==> src/core/gpr_pkg.sv <==
// constants, register map and bus carrier type for the port C/D/E register block
package gpr_pkg;

  localparam int ADDR_W = 16;
  localparam int DATA_W = 8;

  // width of each port as implemented
  localparam int PC_W = 7;
  localparam int PD_W = 8;
  localparam int PE_W = 4;
  localparam int PIN_W = PC_W + PD_W + PE_W;

  // short I/O instructions see data space shifted down by this amount
  localparam logic [ADDR_W-1:0] IO_OFFSET   = 16'h0020;
  localparam int                IO_ADDR_W   = 6;
  localparam logic [ADDR_W-1:0] EXT_IO_BASE = 16'h0060;

  // data-space offsets
  localparam logic [ADDR_W-1:0] PC_PIN_OFF = 16'h0026;
  localparam logic [ADDR_W-1:0] PD_PIN_OFF = 16'h0029;
  localparam logic [ADDR_W-1:0] PD_DIR_OFF = 16'h002A;
  localparam logic [ADDR_W-1:0] PD_OUT_OFF = 16'h002B;
  localparam logic [ADDR_W-1:0] PE_PIN_OFF = 16'h002C;
  localparam logic [ADDR_W-1:0] PE_DIR_OFF = 16'h002D;
  localparam logic [ADDR_W-1:0] PE_OUT_OFF = 16'h002E;

  // reset values
  localparam logic [PD_W-1:0] PD_OUT_RST = 8'h00;
  localparam logic [PD_W-1:0] PD_DIR_RST = 8'h00;
  localparam logic [PE_W-1:0] PE_OUT_RST = 4'h0;
  localparam logic [PE_W-1:0] PE_DIR_RST = 4'h0;
  localparam logic [DATA_W-1:0] RDATA_RST = 8'h00;

  // one cpu access per cycle: io set means an I/O-instruction address
  typedef struct packed {
    logic              rd;
    logic              wr;
    logic              io;
    logic [ADDR_W-1:0] addr;
    logic [DATA_W-1:0] wdata;
  } gpr_req_t;

endpackage

==> src/core/gpr_ports.sv <==
// register block for general purpose ports C, D and E
// Contract
// registers also decoded at offset minus 0x20
// extended I/O from 0x60 only by data space
// port D out 0x2B, dir 0x2A, pins 0x29
// port E out 0x2E, dir 0x2D, pins 0x2C, 4 bits
// port C pins at 0x26, bits 0-6
// each direction bit sets its pin direction
// virtual-port direction access equals real one
// pin register write toggles, stores nothing
// reset clears port D/E data and direction
// pin registers follow pins, no reset value
// one toggles output bit, zero leaves it
// pin reads synchronised, unimplemented bits zero
`timescale 1ns/1ps
module gpr_ports #(
  parameter int SYNC_STAGES = 2
) (
  input  wire logic                      MCLK_I,
  input  wire logic                      RST_N_I,
  input  wire gpr_pkg::gpr_req_t         BUS_I,
  output logic [gpr_pkg::DATA_W-1:0]     RDATA_O,
  output logic                           RVALID_O,
  input  wire logic [gpr_pkg::PC_W-1:0]  PC_PIN_I,
  output logic [gpr_pkg::PC_W-1:0]       PC_TOGGLE_O,
  input  wire logic [gpr_pkg::PD_W-1:0]  PD_PIN_I,
  output logic [gpr_pkg::PD_W-1:0]       PD_OUT_O,
  output logic [gpr_pkg::PD_W-1:0]       PD_OE_O,
  input  wire logic [gpr_pkg::PE_W-1:0]  PE_PIN_I,
  output logic [gpr_pkg::PE_W-1:0]       PE_OUT_O,
  output logic [gpr_pkg::PE_W-1:0]       PE_OE_O
);

  // reset release synchroniser
  logic rst_meta_ff;
  logic rst_sync_ff;
  logic rst_n;

  always_ff @(posedge MCLK_I or negedge RST_N_I)
  begin
    if (!RST_N_I)
    begin
      rst_meta_ff <= 1'b0;
      rst_sync_ff <= 1'b0;
    end
    else
    begin
      rst_meta_ff <= 1'b1;
      rst_sync_ff <= rst_meta_ff;
    end
  end

  assign rst_n = rst_sync_ff;

  // pin synchronisers; no reset so the value simply tracks the pins
  logic [gpr_pkg::PIN_W-1:0] pin_raw;
  logic [gpr_pkg::PIN_W-1:0] sync_ff [SYNC_STAGES];
  logic [gpr_pkg::PIN_W-1:0] pin_sync;

  assign pin_raw = {PE_PIN_I, PD_PIN_I, PC_PIN_I};

  always_ff @(posedge MCLK_I)
  begin
    sync_ff[0] <= pin_raw;
  end

  genvar gs;
  generate
    for (gs = 1; gs < SYNC_STAGES; gs++)
    begin : g_sync
      always_ff @(posedge MCLK_I)
      begin
        sync_ff[gs] <= sync_ff[gs-1];
      end
    end
  endgenerate

  assign pin_sync = sync_ff[SYNC_STAGES-1];

  logic [gpr_pkg::PC_W-1:0] pc_sync;
  logic [gpr_pkg::PD_W-1:0] pd_sync;
  logic [gpr_pkg::PE_W-1:0] pe_sync;

  assign pc_sync = pin_sync[gpr_pkg::PC_W-1:0];
  assign pd_sync = pin_sync[gpr_pkg::PC_W+gpr_pkg::PD_W-1:gpr_pkg::PC_W];
  assign pe_sync = pin_sync[gpr_pkg::PIN_W-1:gpr_pkg::PC_W+gpr_pkg::PD_W];

  // address decode
  logic [gpr_pkg::ADDR_W-1:0] eff_addr;
  logic                       addr_ok;

  function automatic logic hit(input logic [gpr_pkg::ADDR_W-1:0] a,
                               input logic                       ok,
                               input logic [gpr_pkg::ADDR_W-1:0] off);
    hit = ok && (a == off);
  endfunction

  always_comb
  begin
    if (BUS_I.io)
    begin
      // an I/O address is six bits; anything wider cannot reach extended space
      addr_ok  = (BUS_I.addr[gpr_pkg::ADDR_W-1:gpr_pkg::IO_ADDR_W] == '0);
      eff_addr = BUS_I.addr + gpr_pkg::IO_OFFSET;
    end
    else
    begin
      addr_ok  = 1'b1;
      eff_addr = BUS_I.addr;
    end
  end

  logic wr_pd_pin;
  logic wr_pd_dir;
  logic wr_pd_out;
  logic wr_pe_pin;
  logic wr_pe_dir;
  logic wr_pe_out;
  logic wr_pc_pin;

  assign wr_pc_pin = BUS_I.wr && hit(eff_addr, addr_ok, gpr_pkg::PC_PIN_OFF);
  assign wr_pd_pin = BUS_I.wr && hit(eff_addr, addr_ok, gpr_pkg::PD_PIN_OFF);
  assign wr_pd_dir = BUS_I.wr && hit(eff_addr, addr_ok, gpr_pkg::PD_DIR_OFF);
  assign wr_pd_out = BUS_I.wr && hit(eff_addr, addr_ok, gpr_pkg::PD_OUT_OFF);
  assign wr_pe_pin = BUS_I.wr && hit(eff_addr, addr_ok, gpr_pkg::PE_PIN_OFF);
  assign wr_pe_dir = BUS_I.wr && hit(eff_addr, addr_ok, gpr_pkg::PE_DIR_OFF);
  assign wr_pe_out = BUS_I.wr && hit(eff_addr, addr_ok, gpr_pkg::PE_OUT_OFF);

  // port registers
  logic [gpr_pkg::PD_W-1:0] pd_out_ff;
  logic [gpr_pkg::PD_W-1:0] pd_dir_ff;
  logic [gpr_pkg::PE_W-1:0] pe_out_ff;
  logic [gpr_pkg::PE_W-1:0] pe_dir_ff;
  logic [gpr_pkg::PC_W-1:0] pc_tog_ff;
  logic [gpr_pkg::PD_W-1:0] nxt_pd_out;
  logic [gpr_pkg::PD_W-1:0] nxt_pd_dir;
  logic [gpr_pkg::PE_W-1:0] nxt_pe_out;
  logic [gpr_pkg::PE_W-1:0] nxt_pe_dir;
  logic [gpr_pkg::PC_W-1:0] nxt_pc_tog;

  always_comb
  begin
    nxt_pd_out = pd_out_ff;
    nxt_pd_dir = pd_dir_ff;
    nxt_pe_out = pe_out_ff;
    nxt_pe_dir = pe_dir_ff;
    nxt_pc_tog = '0;
    if (wr_pd_out)
      nxt_pd_out = BUS_I.wdata;
    else if (wr_pd_pin)
      nxt_pd_out = pd_out_ff ^ BUS_I.wdata;
    if (wr_pd_dir)
      nxt_pd_dir = BUS_I.wdata;
    if (wr_pe_out)
      nxt_pe_out = BUS_I.wdata[gpr_pkg::PE_W-1:0];
    else if (wr_pe_pin)
      nxt_pe_out = pe_out_ff ^ BUS_I.wdata[gpr_pkg::PE_W-1:0];
    if (wr_pe_dir)
      nxt_pe_dir = BUS_I.wdata[gpr_pkg::PE_W-1:0];
    // port C data lives elsewhere; hand it the toggle mask as a pulse
    if (wr_pc_pin)
      nxt_pc_tog = BUS_I.wdata[gpr_pkg::PC_W-1:0];
  end

  always_ff @(posedge MCLK_I or negedge rst_n)
  begin
    if (!rst_n)
    begin
      pd_out_ff <= gpr_pkg::PD_OUT_RST;
      pd_dir_ff <= gpr_pkg::PD_DIR_RST;
      pe_out_ff <= gpr_pkg::PE_OUT_RST;
      pe_dir_ff <= gpr_pkg::PE_DIR_RST;
      pc_tog_ff <= '0;
    end
    else
    begin
      pd_out_ff <= nxt_pd_out;
      pd_dir_ff <= nxt_pd_dir;
      pe_out_ff <= nxt_pe_out;
      pe_dir_ff <= nxt_pe_dir;
      pc_tog_ff <= nxt_pc_tog;
    end
  end

  // read path: one cycle latency, unmapped addresses read zero
  logic [gpr_pkg::DATA_W-1:0] rdata_ff;
  logic                       rvalid_ff;
  logic [gpr_pkg::DATA_W-1:0] nxt_rdata;
  logic                       nxt_rvalid;

  always_comb
  begin
    nxt_rvalid = BUS_I.rd;
    nxt_rdata  = '0;
    if (!BUS_I.rd)
      nxt_rdata = '0;
    else if (hit(eff_addr, addr_ok, gpr_pkg::PC_PIN_OFF))
      nxt_rdata = {1'b0, pc_sync};
    else if (hit(eff_addr, addr_ok, gpr_pkg::PD_PIN_OFF))
      nxt_rdata = pd_sync;
    else if (hit(eff_addr, addr_ok, gpr_pkg::PD_DIR_OFF))
      nxt_rdata = pd_dir_ff;
    else if (hit(eff_addr, addr_ok, gpr_pkg::PD_OUT_OFF))
      nxt_rdata = pd_out_ff;
    else if (hit(eff_addr, addr_ok, gpr_pkg::PE_PIN_OFF))
      nxt_rdata = {4'h0, pe_sync};
    else if (hit(eff_addr, addr_ok, gpr_pkg::PE_DIR_OFF))
      nxt_rdata = {4'h0, pe_dir_ff};
    else if (hit(eff_addr, addr_ok, gpr_pkg::PE_OUT_OFF))
      nxt_rdata = {4'h0, pe_out_ff};
  end

  always_ff @(posedge MCLK_I or negedge rst_n)
  begin
    if (!rst_n)
    begin
      rdata_ff  <= gpr_pkg::RDATA_RST;
      rvalid_ff <= 1'b0;
    end
    else
    begin
      rdata_ff  <= nxt_rdata;
      rvalid_ff <= nxt_rvalid;
    end
  end

  assign RDATA_O     = rdata_ff;
  assign RVALID_O    = rvalid_ff;
  assign PC_TOGGLE_O = pc_tog_ff;
  assign PD_OUT_O    = pd_out_ff;
  assign PD_OE_O     = pd_dir_ff;
  assign PE_OUT_O    = pe_out_ff;
  assign PE_OE_O     = pe_dir_ff;

  // checks
  logic rst_n_q;

  always_ff @(posedge MCLK_I)
  begin
    rst_n_q <= rst_n;
  end

  property p_io_alias;
    @(posedge MCLK_I) disable iff (!rst_n)
    (BUS_I.wr && BUS_I.io && BUS_I.addr == 16'h000B)
      |=> (PD_OUT_O == $past(BUS_I.wdata));
  endproperty
  a_io_alias: assert property (p_io_alias) else $error("io write to 0x0B missed port D data");

  property p_ext_io;
    @(posedge MCLK_I) disable iff (!rst_n)
    (BUS_I.io && BUS_I.addr >= 16'h0040)
      |=> ($stable(PD_OUT_O) && $stable(PD_OE_O) && $stable(PE_OUT_O) && $stable(PE_OE_O));
  endproperty
  a_ext_io: assert property (p_ext_io) else $error("wide io address changed a register");

  property p_pd_dir_map;
    @(posedge MCLK_I) disable iff (!rst_n)
    (BUS_I.wr && !BUS_I.io && BUS_I.addr == 16'h002A)
      |=> (PD_OE_O == $past(BUS_I.wdata)) ##1 (PD_OE_O == $past(PD_OE_O) || $past(BUS_I.wr));
  endproperty
  a_pd_dir_map: assert property (p_pd_dir_map) else $error("port D direction not at 0x2A");

  property p_pe_read;
    @(posedge MCLK_I) disable iff (!rst_n)
    (BUS_I.rd && !BUS_I.io && BUS_I.addr == 16'h002E)
      |=> (RVALID_O && RDATA_O == {4'h0, $past(PE_OUT_O)});
  endproperty
  a_pe_read: assert property (p_pe_read) else $error("port E data read wrong");

  property p_pc_read;
    @(posedge MCLK_I) disable iff (!rst_n)
    (BUS_I.rd && BUS_I.io && BUS_I.addr == 16'h0006)
      |=> (RDATA_O[7] == 1'b0 && RDATA_O[6:0] == $past(pc_sync));
  endproperty
  a_pc_read: assert property (p_pc_read) else $error("port C pin read wrong");

  property p_dir_io;
    @(posedge MCLK_I) disable iff (!rst_n)
    (BUS_I.wr && BUS_I.io && BUS_I.addr == 16'h000D)
      |=> (PE_OE_O == $past(BUS_I.wdata[3:0]));
  endproperty
  a_dir_io: assert property (p_dir_io) else $error("port E direction alias failed");

  property p_pin_nostore;
    @(posedge MCLK_I) disable iff (!rst_n)
    (BUS_I.wr && !BUS_I.io && BUS_I.addr == 16'h0029)
      |=> ($stable(PD_OE_O) && PD_OUT_O == ($past(PD_OUT_O) ^ $past(BUS_I.wdata)));
  endproperty
  a_pin_nostore: assert property (p_pin_nostore) else $error("pin write did not toggle");

  property p_pc_toggle;
    @(posedge MCLK_I) disable iff (!rst_n)
    (BUS_I.wr && !BUS_I.io && BUS_I.addr == 16'h0026)
      |=> (PC_TOGGLE_O == $past(BUS_I.wdata[6:0])) ##1 (PC_TOGGLE_O == '0 || $past(BUS_I.wr));
  endproperty
  a_pc_toggle: assert property (p_pc_toggle) else $error("port C toggle pulse wrong");

  property p_reset_clear;
    @(posedge MCLK_I)
    (rst_n && !rst_n_q)
      |-> (PD_OUT_O == 8'h00 && PD_OE_O == 8'h00 && PE_OUT_O == 4'h0 && PE_OE_O == 4'h0);
  endproperty
  a_reset_clear: assert property (p_reset_clear) else $error("ports not cleared by reset");

  property p_pd_pin_read;
    @(posedge MCLK_I) disable iff (!rst_n)
    (BUS_I.rd && !BUS_I.io && BUS_I.addr == 16'h0029)
      |=> (RDATA_O == $past(pd_sync));
  endproperty
  a_pd_pin_read: assert property (p_pd_pin_read) else $error("port D pin read wrong");

  property p_cov_toggle;
    @(posedge MCLK_I) disable iff (!rst_n)
    wr_pd_pin ##1 wr_pd_pin;
  endproperty
  c_cov_toggle: cover property (p_cov_toggle);

  property p_cov_io_read;
    @(posedge MCLK_I) disable iff (!rst_n)
    BUS_I.rd && BUS_I.io && addr_ok;
  endproperty
  c_cov_io_read: cover property (p_cov_io_read);

  property p_cov_dir_out;
    @(posedge MCLK_I) disable iff (!rst_n)
    wr_pe_dir ##1 wr_pe_out;
  endproperty
  c_cov_dir_out: cover property (p_cov_dir_out);

endmodule

==> config.mk <==
export PLATFORM = sky130hd
export DESIGN_NAME = gpr_ports
export DESIGN_NICKNAME = d
export VERILOG_FILES = /design/src/core/gpr_pkg.sv /design/src/core/gpr_ports.sv
export SDC_FILE = /design/constraint.sdc
export NUM_CORES = 1
export LEC_CHECK = 0
export ABC_AREA = 1
export BUFFER_PORTS_ARGS = -buffer_cell sky130_fd_sc_hd__clkbuf_2
export CORE_MARGIN = 5
export CORE_UTILIZATION = 46
export DETAILED_ROUTE_END_ITERATION = 12
export GPL_TIMING_DRIVEN = 0
export PLACE_DENSITY = 0.85
export RECOVER_POWER = 100
export SETUP_SLACK_MARGIN = 0.2
export SLEW_MARGIN = 30
export SYNTH_ARGS = -nofsm -noshare
export SYNTH_HDL_FRONTEND = slang
export SYNTH_SLANG_ARGS = --single-unit
==> constraint.sdc <==
create_clock -name MCLK_I -period 1.3 [get_ports MCLK_I]
set_input_delay 0.13 -clock MCLK_I [delete_from_list [all_inputs] [get_ports MCLK_I]]
set_output_delay 0.13 -clock MCLK_I [all_outputs]
set_load 0.02 [all_outputs]
Yosys cells after proc, flatten, opt, wreduce, memory -nomap -nowiden
Memory sizes are Yosys's and may differ from the RTL's.
Cells that the tools add are included.
{"block": "word_totals", "ff_bits": 42, "elab_cells": 52, "n_memories": 1, "output_inout_bits": 40, "ramBits": 38}
{"memory": "sync_ff", "depth": 2, "width": 19, "read_ports": 2, "rd_clocked_by_memory_dff": 0, "wr": 2, "line_no": "gpr_ports.sv:57", "source": "logic [gpr_pkg::PIN_W-1:0] sync_ff [SYNC_STAGES];"}
{"block": "op_classes", "reduce_logical": 17, "add_sub_neg": 1, "bitwise_logic": 2, "mux": 15, "eq_ne": 7}
{"cell": "16-bit by 6-bit equality test with 1-bit output, second input constant", "count": 7}
{"cell": "8-bit 2-to-1 mux", "count": 7}
{"cell": "4-bit 2-to-1 mux", "count": 5}
{"cell": "16-bit by 6-bit adder with 16-bit output, second input constant", "count": 1}
{"cell": "16-bit 2-to-1 mux", "count": 1}
{"cell": "1-bit logical AND", "count": 14}
{"cell": "10-bit zero test", "count": 1}
{"cell": "8-bit bitwise XOR", "count": 1}
{"cell": "7-bit 2-to-1 mux", "count": 1}
{"cell": "2-bit nonzero test", "count": 2}
{"cell": "4-bit bitwise XOR", "count": 1}
{"cell": "1-bit 2-to-1 mux", "count": 1}

Depth between registers and ports, before layout
{"block": "depth", "word_depth": 12, "ltp_mapped": 16, "ltp_nobuf": 15}

Worst setup path before layout
Ideal clock, no wire load.
{"block": "synth_timing", "path_kind": "input-to-reg", "from": "input BUS_I[13] in the netlist's numbering", "to": "register pd_dir_ff, in the netlist PD_OE_O[7]", "arrival_time_ns": 1.662, "path_stages": 10, "n_path_buf": 0, "slack_ns": -0.490, "path_cell_list": "ha_1 nand2_1 inv_1 nor2_2 nand3_4 nor2_8 nand2_2 nor3_4 nand2_2 mux2_1"}
{"block": "synth_between", "elab_chain_cells": 5}
{"element": "start: declaration", "line_no": "gpr_ports.sv:21", "source": "input wire gpr_pkg::gpr_req_t BUS_I,"}
{"element": "16-bit by 6-bit adder with 16-bit output", "line_no": "gpr_ports.sv:104", "source": "eff_addr = BUS_I.addr + gpr_pkg::IO_OFFSET;"}
{"element": "16-bit 2-to-1 mux *", "line_no": "gpr_ports.sv:100", "source": "if (BUS_I.io)"}
{"element": "16-bit by 6-bit equality test with 1-bit output *", "line_no": "gpr_ports.sv:95", "source": "hit = ok && (a == off);"}
{"element": "1-bit logical AND *", "line_no": "gpr_ports.sv:95"}
{"element": "1-bit logical AND *", "line_no": "gpr_ports.sv:123", "source": "assign wr_pd_dir = BUS_I.wr && hit(eff_addr, addr_ok, gpr_pkg::PD_DIR_OFF);"}
{"element": "end signal: assignment", "line_no": "gpr_ports.sv:170", "source": "pd_dir_ff <= gpr_pkg::PD_DIR_RST;"}
{"element": "end signal: assignment", "line_no": "gpr_ports.sv:178", "source": "pd_dir_ff <= nxt_pd_dir;"}
{"element": "end: declaration", "line_no": "gpr_ports.sv:131", "source": "logic [gpr_pkg::PD_W-1:0] pd_dir_ff;"}
Every way passes the cells marked *; elsewhere a longest branch is shown, timed or not.
A chain may end at the register's enable or synchronous reset.

Worst setup path in the final report
{"block": "layout_timing", "from": "input BUS_I[14] in the netlist's numbering", "to": "register rdata_ff, in the netlist RDATA_O[6]"}
{"block": "layout_between", "elab_chain_cells": 9, "elab_cells_between_ends": 17}
{"element": "16-bit by 6-bit adder with 16-bit output", "line_no": "gpr_ports.sv:104"}
{"element": "16-bit 2-to-1 mux", "line_no": "gpr_ports.sv:100"}
{"element": "16-bit by 6-bit equality test with 1-bit output", "line_no": "gpr_ports.sv:95"}
{"element": "1-bit logical AND", "line_no": "gpr_ports.sv:95"}
{"element": "8-bit 2-to-1 mux", "line_no": "gpr_ports.sv:203", "source": "else if (hit(eff_addr, addr_ok, gpr_pkg::PD_OUT_OFF))"}
{"element": "8-bit 2-to-1 mux", "line_no": "gpr_ports.sv:201", "source": "else if (hit(eff_addr, addr_ok, gpr_pkg::PD_DIR_OFF))"}
{"element": "8-bit 2-to-1 mux", "line_no": "gpr_ports.sv:199", "source": "else if (hit(eff_addr, addr_ok, gpr_pkg::PD_PIN_OFF))"}
{"element": "8-bit 2-to-1 mux *", "line_no": "gpr_ports.sv:197", "source": "else if (hit(eff_addr, addr_ok, gpr_pkg::PC_PIN_OFF))"}
{"element": "8-bit 2-to-1 mux *", "line_no": "gpr_ports.sv:195", "source": "if (!BUS_I.rd)"}
{"element": "net nxt_rdata, one bit", "line_no": "gpr_ports.sv:188", "source": "logic [gpr_pkg::DATA_W-1:0] nxt_rdata;"}
{"element": "end signal: assignment", "line_no": "gpr_ports.sv:217", "source": "rdata_ff <= gpr_pkg::RDATA_RST;"}
{"element": "end signal: assignment", "line_no": "gpr_ports.sv:222", "source": "rdata_ff <= nxt_rdata;"}
{"element": "end: declaration", "line_no": "gpr_ports.sv:186", "source": "logic [gpr_pkg::DATA_W-1:0] rdata_ff;"}
The timed path passes the listed nets; every way through them passes the cells marked *.

==> impl_metrics.csv <==
group,metric,value,unit
worst_setup_path,start_kind,"primary input",
pwr,intPower,3.63,mW
drt,dr_wl_met2,4950,microns
floorplan,ios,88,
global_routing,antenna_found_initial,0,
drt,highest_layer,"met4",
drt,drtIter0Drc,348,
pwr,clkPwrFrac,39.3,%
clocking,numCtsBuffers,9,
timing,final_max_slew_viol_count,0,
pwr,p_seq_share,54.0,%
timing,max_freq,0.628,GHz
synthesis,synthFlopType,"dfrtp_1",
timing,rsz0062_at_grt,"yes",
worst_setup_path,arrival,1810,ps
worst_setup_path,critPathCaptureType,"flop",
floorplan,die_y,92.4,microns
synthesis,yosysTopAreaCell,"dfrtp_1",
pwr,p_sw,1.15,mW
synthesis,yosys.area_share.simple,24.4,%
timing,min_period,1590,ps
clocking,clockBufferDepth,2,
timing,timing.final.crit_share,122,%
clocking,htree_levels,3,
layout,antennaDiodeCount,0,
clocking,clock-root-buffer,"clkbuf_8",
pwr,power,4.78,mW
timing,final-hold-violation-count,0,
floorplan,die-area,8530,sq um
synthesis,synth_area,3120,sq um
drt,drt_wl_total,9800,microns
drt,ant_nets,0,
worst_hold_path,hold_path.class,"in -> reg",
synthesis,syn_inst,344,
layout,drive_above_1_share,35.7,%
place,hpwl,5620,microns
place,port_buffers,87,
worst_setup_path,cp_max_fo,10,
synthesis,synthMuxAreaShare,0.361,%
worst_hold_path,whs_endpoint,"PD_OUT_O[2]",
place,dp_slack,-871,ps
pwr,cellLeakagePower,2.19,nW
timing,whs,33.6,ps
floorplan,initial_utilization,46.7,%
pwr,peakVddDrop,0.00119,V
global_routing,grt_max_degree,41,
synthesis,synth_most_common_cell,"nand2_1",
run,max_cap_violations,0,
layout,area_growth,47.2,%
synthesis,ys_seq_elements,80,
drt,wl_met1,3540,microns
synthesis,synth_fa_ha_area_share,0.401,%
floorplan,fp.dieW,92.4,microns
clocking,cts_tree,"built",
drt,wl_per_cell,17.1,microns
synthesis,synth.yosys.seq_area_share,58.0,%
run_status,failed_checks,"setup timing",
layout,final_util,68.8,%
pwr,p_per_area,1040,nW/um^2
timing,slew_headroom,39.9,%
clocking,cts.sinks,80,
worst_hold_path,worstHoldStart,"BUS_I[2]",
global_routing,grt-ovfl-total,0,
timing,skew,19.5,ps
synthesis,synth_compound_gate_area_share,7.09,%
synthesis,synthArstFlopShare,52.5,%
synthesis,yosysUniqueCellTypes,34,
timing,tightest_slew,902,ps
layout,nets,537,
timing,finalWorstSetupSlack,-292,ps
drt,vias,2974,
floorplan,num_rows,30,
layout,final_cell_count_no_fill,573,
worst_setup_path,rr_startpoint,"PE_OUT_O[2]",
floorplan,core-area,6680,sq um
synthesis,ys_top_cells_by_count,"89 x nand2_1, 43 x inv_1, 42 x dfrtp_1",
clocking,cts.clk_slew.worst_paths,80,ps
clocking,clk_latency,360,ps
worst_setup_path,ff2ff_path_depth,10,
place,routabilityCongestion,0.885,
synthesis,syn_nets,393,
worst_setup_path,path_class,"in -> reg",
synthesis,synthTopCellsByArea,"dfrtp_1 34%, dfxtp_1 24%, nand2_1 11%",
drt,drtPass1Iterations,6,
pwr,switching_share,24.1,%
worst_setup_path,reg2reg_to,"RDATA_O[2]",
synthesis,yosysWarnings,0,
worst_hold_path,whs_path_depth,3,
worst_setup_path,critical_path_required,1520,ps
synthesis,yosys.area.top_type_share,33.7,%
layout,fillers,477,
synthesis,synth_xor_area_share,3.37,%
global_routing,grt_first_pass_wirelength,13900,microns
drt,wl_met3,780,microns
synthesis,synth_top_family_by_area,"simple AND/OR/NAND/NOR gates",
timing,setup-violations-final,35,
worst_setup_path,reg2reg_slack,200,ps
drt,drc_errors,0,
global_routing,grt_pass1_vias,2923,
global_routing,grtUsageTotal,21.1,%
run_status,status,"complete, but fails checks",
pwr,comb_power_share,6.7,%
place,dpl.cell_count,511,
synthesis,syn_area_per_cell,9.07,sq um
drt,drt-vias-per-instance,5.19,
synthesis,synth_edf_count,0,
## per-stage QoR
step	TNS (ps)	cell area (sq um)
floorplan	-11720	3180
global placement	-25770	3710
detailed placement	-28170	3710
CTS	-3830	4420
global route	-8720	4600
finish	-6350	4600
## final cells by class
cell class	count	area, sq um	area share, %
clock inverter	4	31.3	0.681
timing repair buffer	133	848	18.5
inverter	44	170	3.70
tap	80	100	2.18
sequential	80	1810	39.5
multi-input combinational	216	1410	30.8
buffer	4	41.3	0.898
clock buffer	12	178	3.87
## power groups by stage
stage	Combinational (mW)	Sequential [mW]	Clock (mW)
2_1_floorplan	0.0855	2.62	0
3_3_place_gp	0.195	2.63	0
3_5_place_dp	0.203	2.63	0
4_1_cts	0.290	2.58	1.87
5_1_grt	0.345	2.59	2.02
6_report	0.319	2.58	1.88
## worst max-delay path: stages
cell and delay [ps]:
clkbuf_16 130, ha_4 200, nand2_2 50, inv_2 40, nor2_4 100, nand3_4 150, nor2_4 290, nand2_2 140
buf_6 170, o21ai_1 150, o21bai_1 170, a21oi_2 90
## what timing repair did
| item | 4_1_cts | 5_1_grt |
|---|---|---|
| setup buffers | 11 | 13 |
| endpoints found under the setup margin | 39 | 50 |
| pin swaps | 28 | 23 |
| endpoints found under the hold margin | 22 | 0 |
| cloned | 1 | 0 |
| gates resized for setup | 58 | 67 |
| hold buffers | 21 | 0 |
## layer usage
layer	GRT usage, %	up-vias
met2	35.9	181
met3	4.47	44
met4	13.2	0
li1	-	1368
met1	24.1	1381
met5	0	-
## how the worst max path moves through the flow
stage / start / end / slack, ps / depth (start not counted)
floorplan: BUS_I[13] / PD_OE_O[7] / -460 / 10
global placement: BUS_I[13] / PD_OE_O[4] / -780 / 13
detailed placement: BUS_I[13] / PD_OE_O[6] / -870 / 13
CTS: BUS_I[14] / RDATA_O[2] / -200 / 15
global route: BUS_I[14] / RDATA_O[3] / -390 / 15
finish: BUS_I[14] / RDATA_O[6] / -290 / 12
## cell families after synthesis
kind of cell | count (synthesis)
XOR/XNOR | 12
AO/OA/AOI/OAI | 39
flip-flops | 80
other | 1
multiplexers | 1
adder cells (fa/ha/maj) | 1
buffers and inverters | 48
AND/OR/NAND/NOR | 162
## cells in the final DEF (no fill, tap or decap), types with 7 or more instances in the layout
master         synthesis  layout
nand3_1               21      18
nor2_1                29      15
nand2_2                6      34
inv_1                 43      38
clkbuf_1               0      43
buf_6                  1       7
nor2_2                 1       7
dlygate4sd3_1          0      21
clkbuf_2               0      42
dfrtp_1               42      41
buf_4                  1      20
o21ai_1                9      17
xor2_1                 8       8
dfxtp_1               38      38
nor2_4                 0       8
clkbuf_8               0       9
nand2_1               89      55
## registers in the layout, indices dropped and copies added (netlist names)
register     cells
PD_OE_O          8
rst_meta_ff      1
PD_OUT_O         8
PE_OUT_O         4
RVALID_O         1
PE_OE_O          4
PC_TOGGLE_O      7
rst_n            1
RDATA_O          8
sync_ff         38
(Power assumes the default switching activity.)
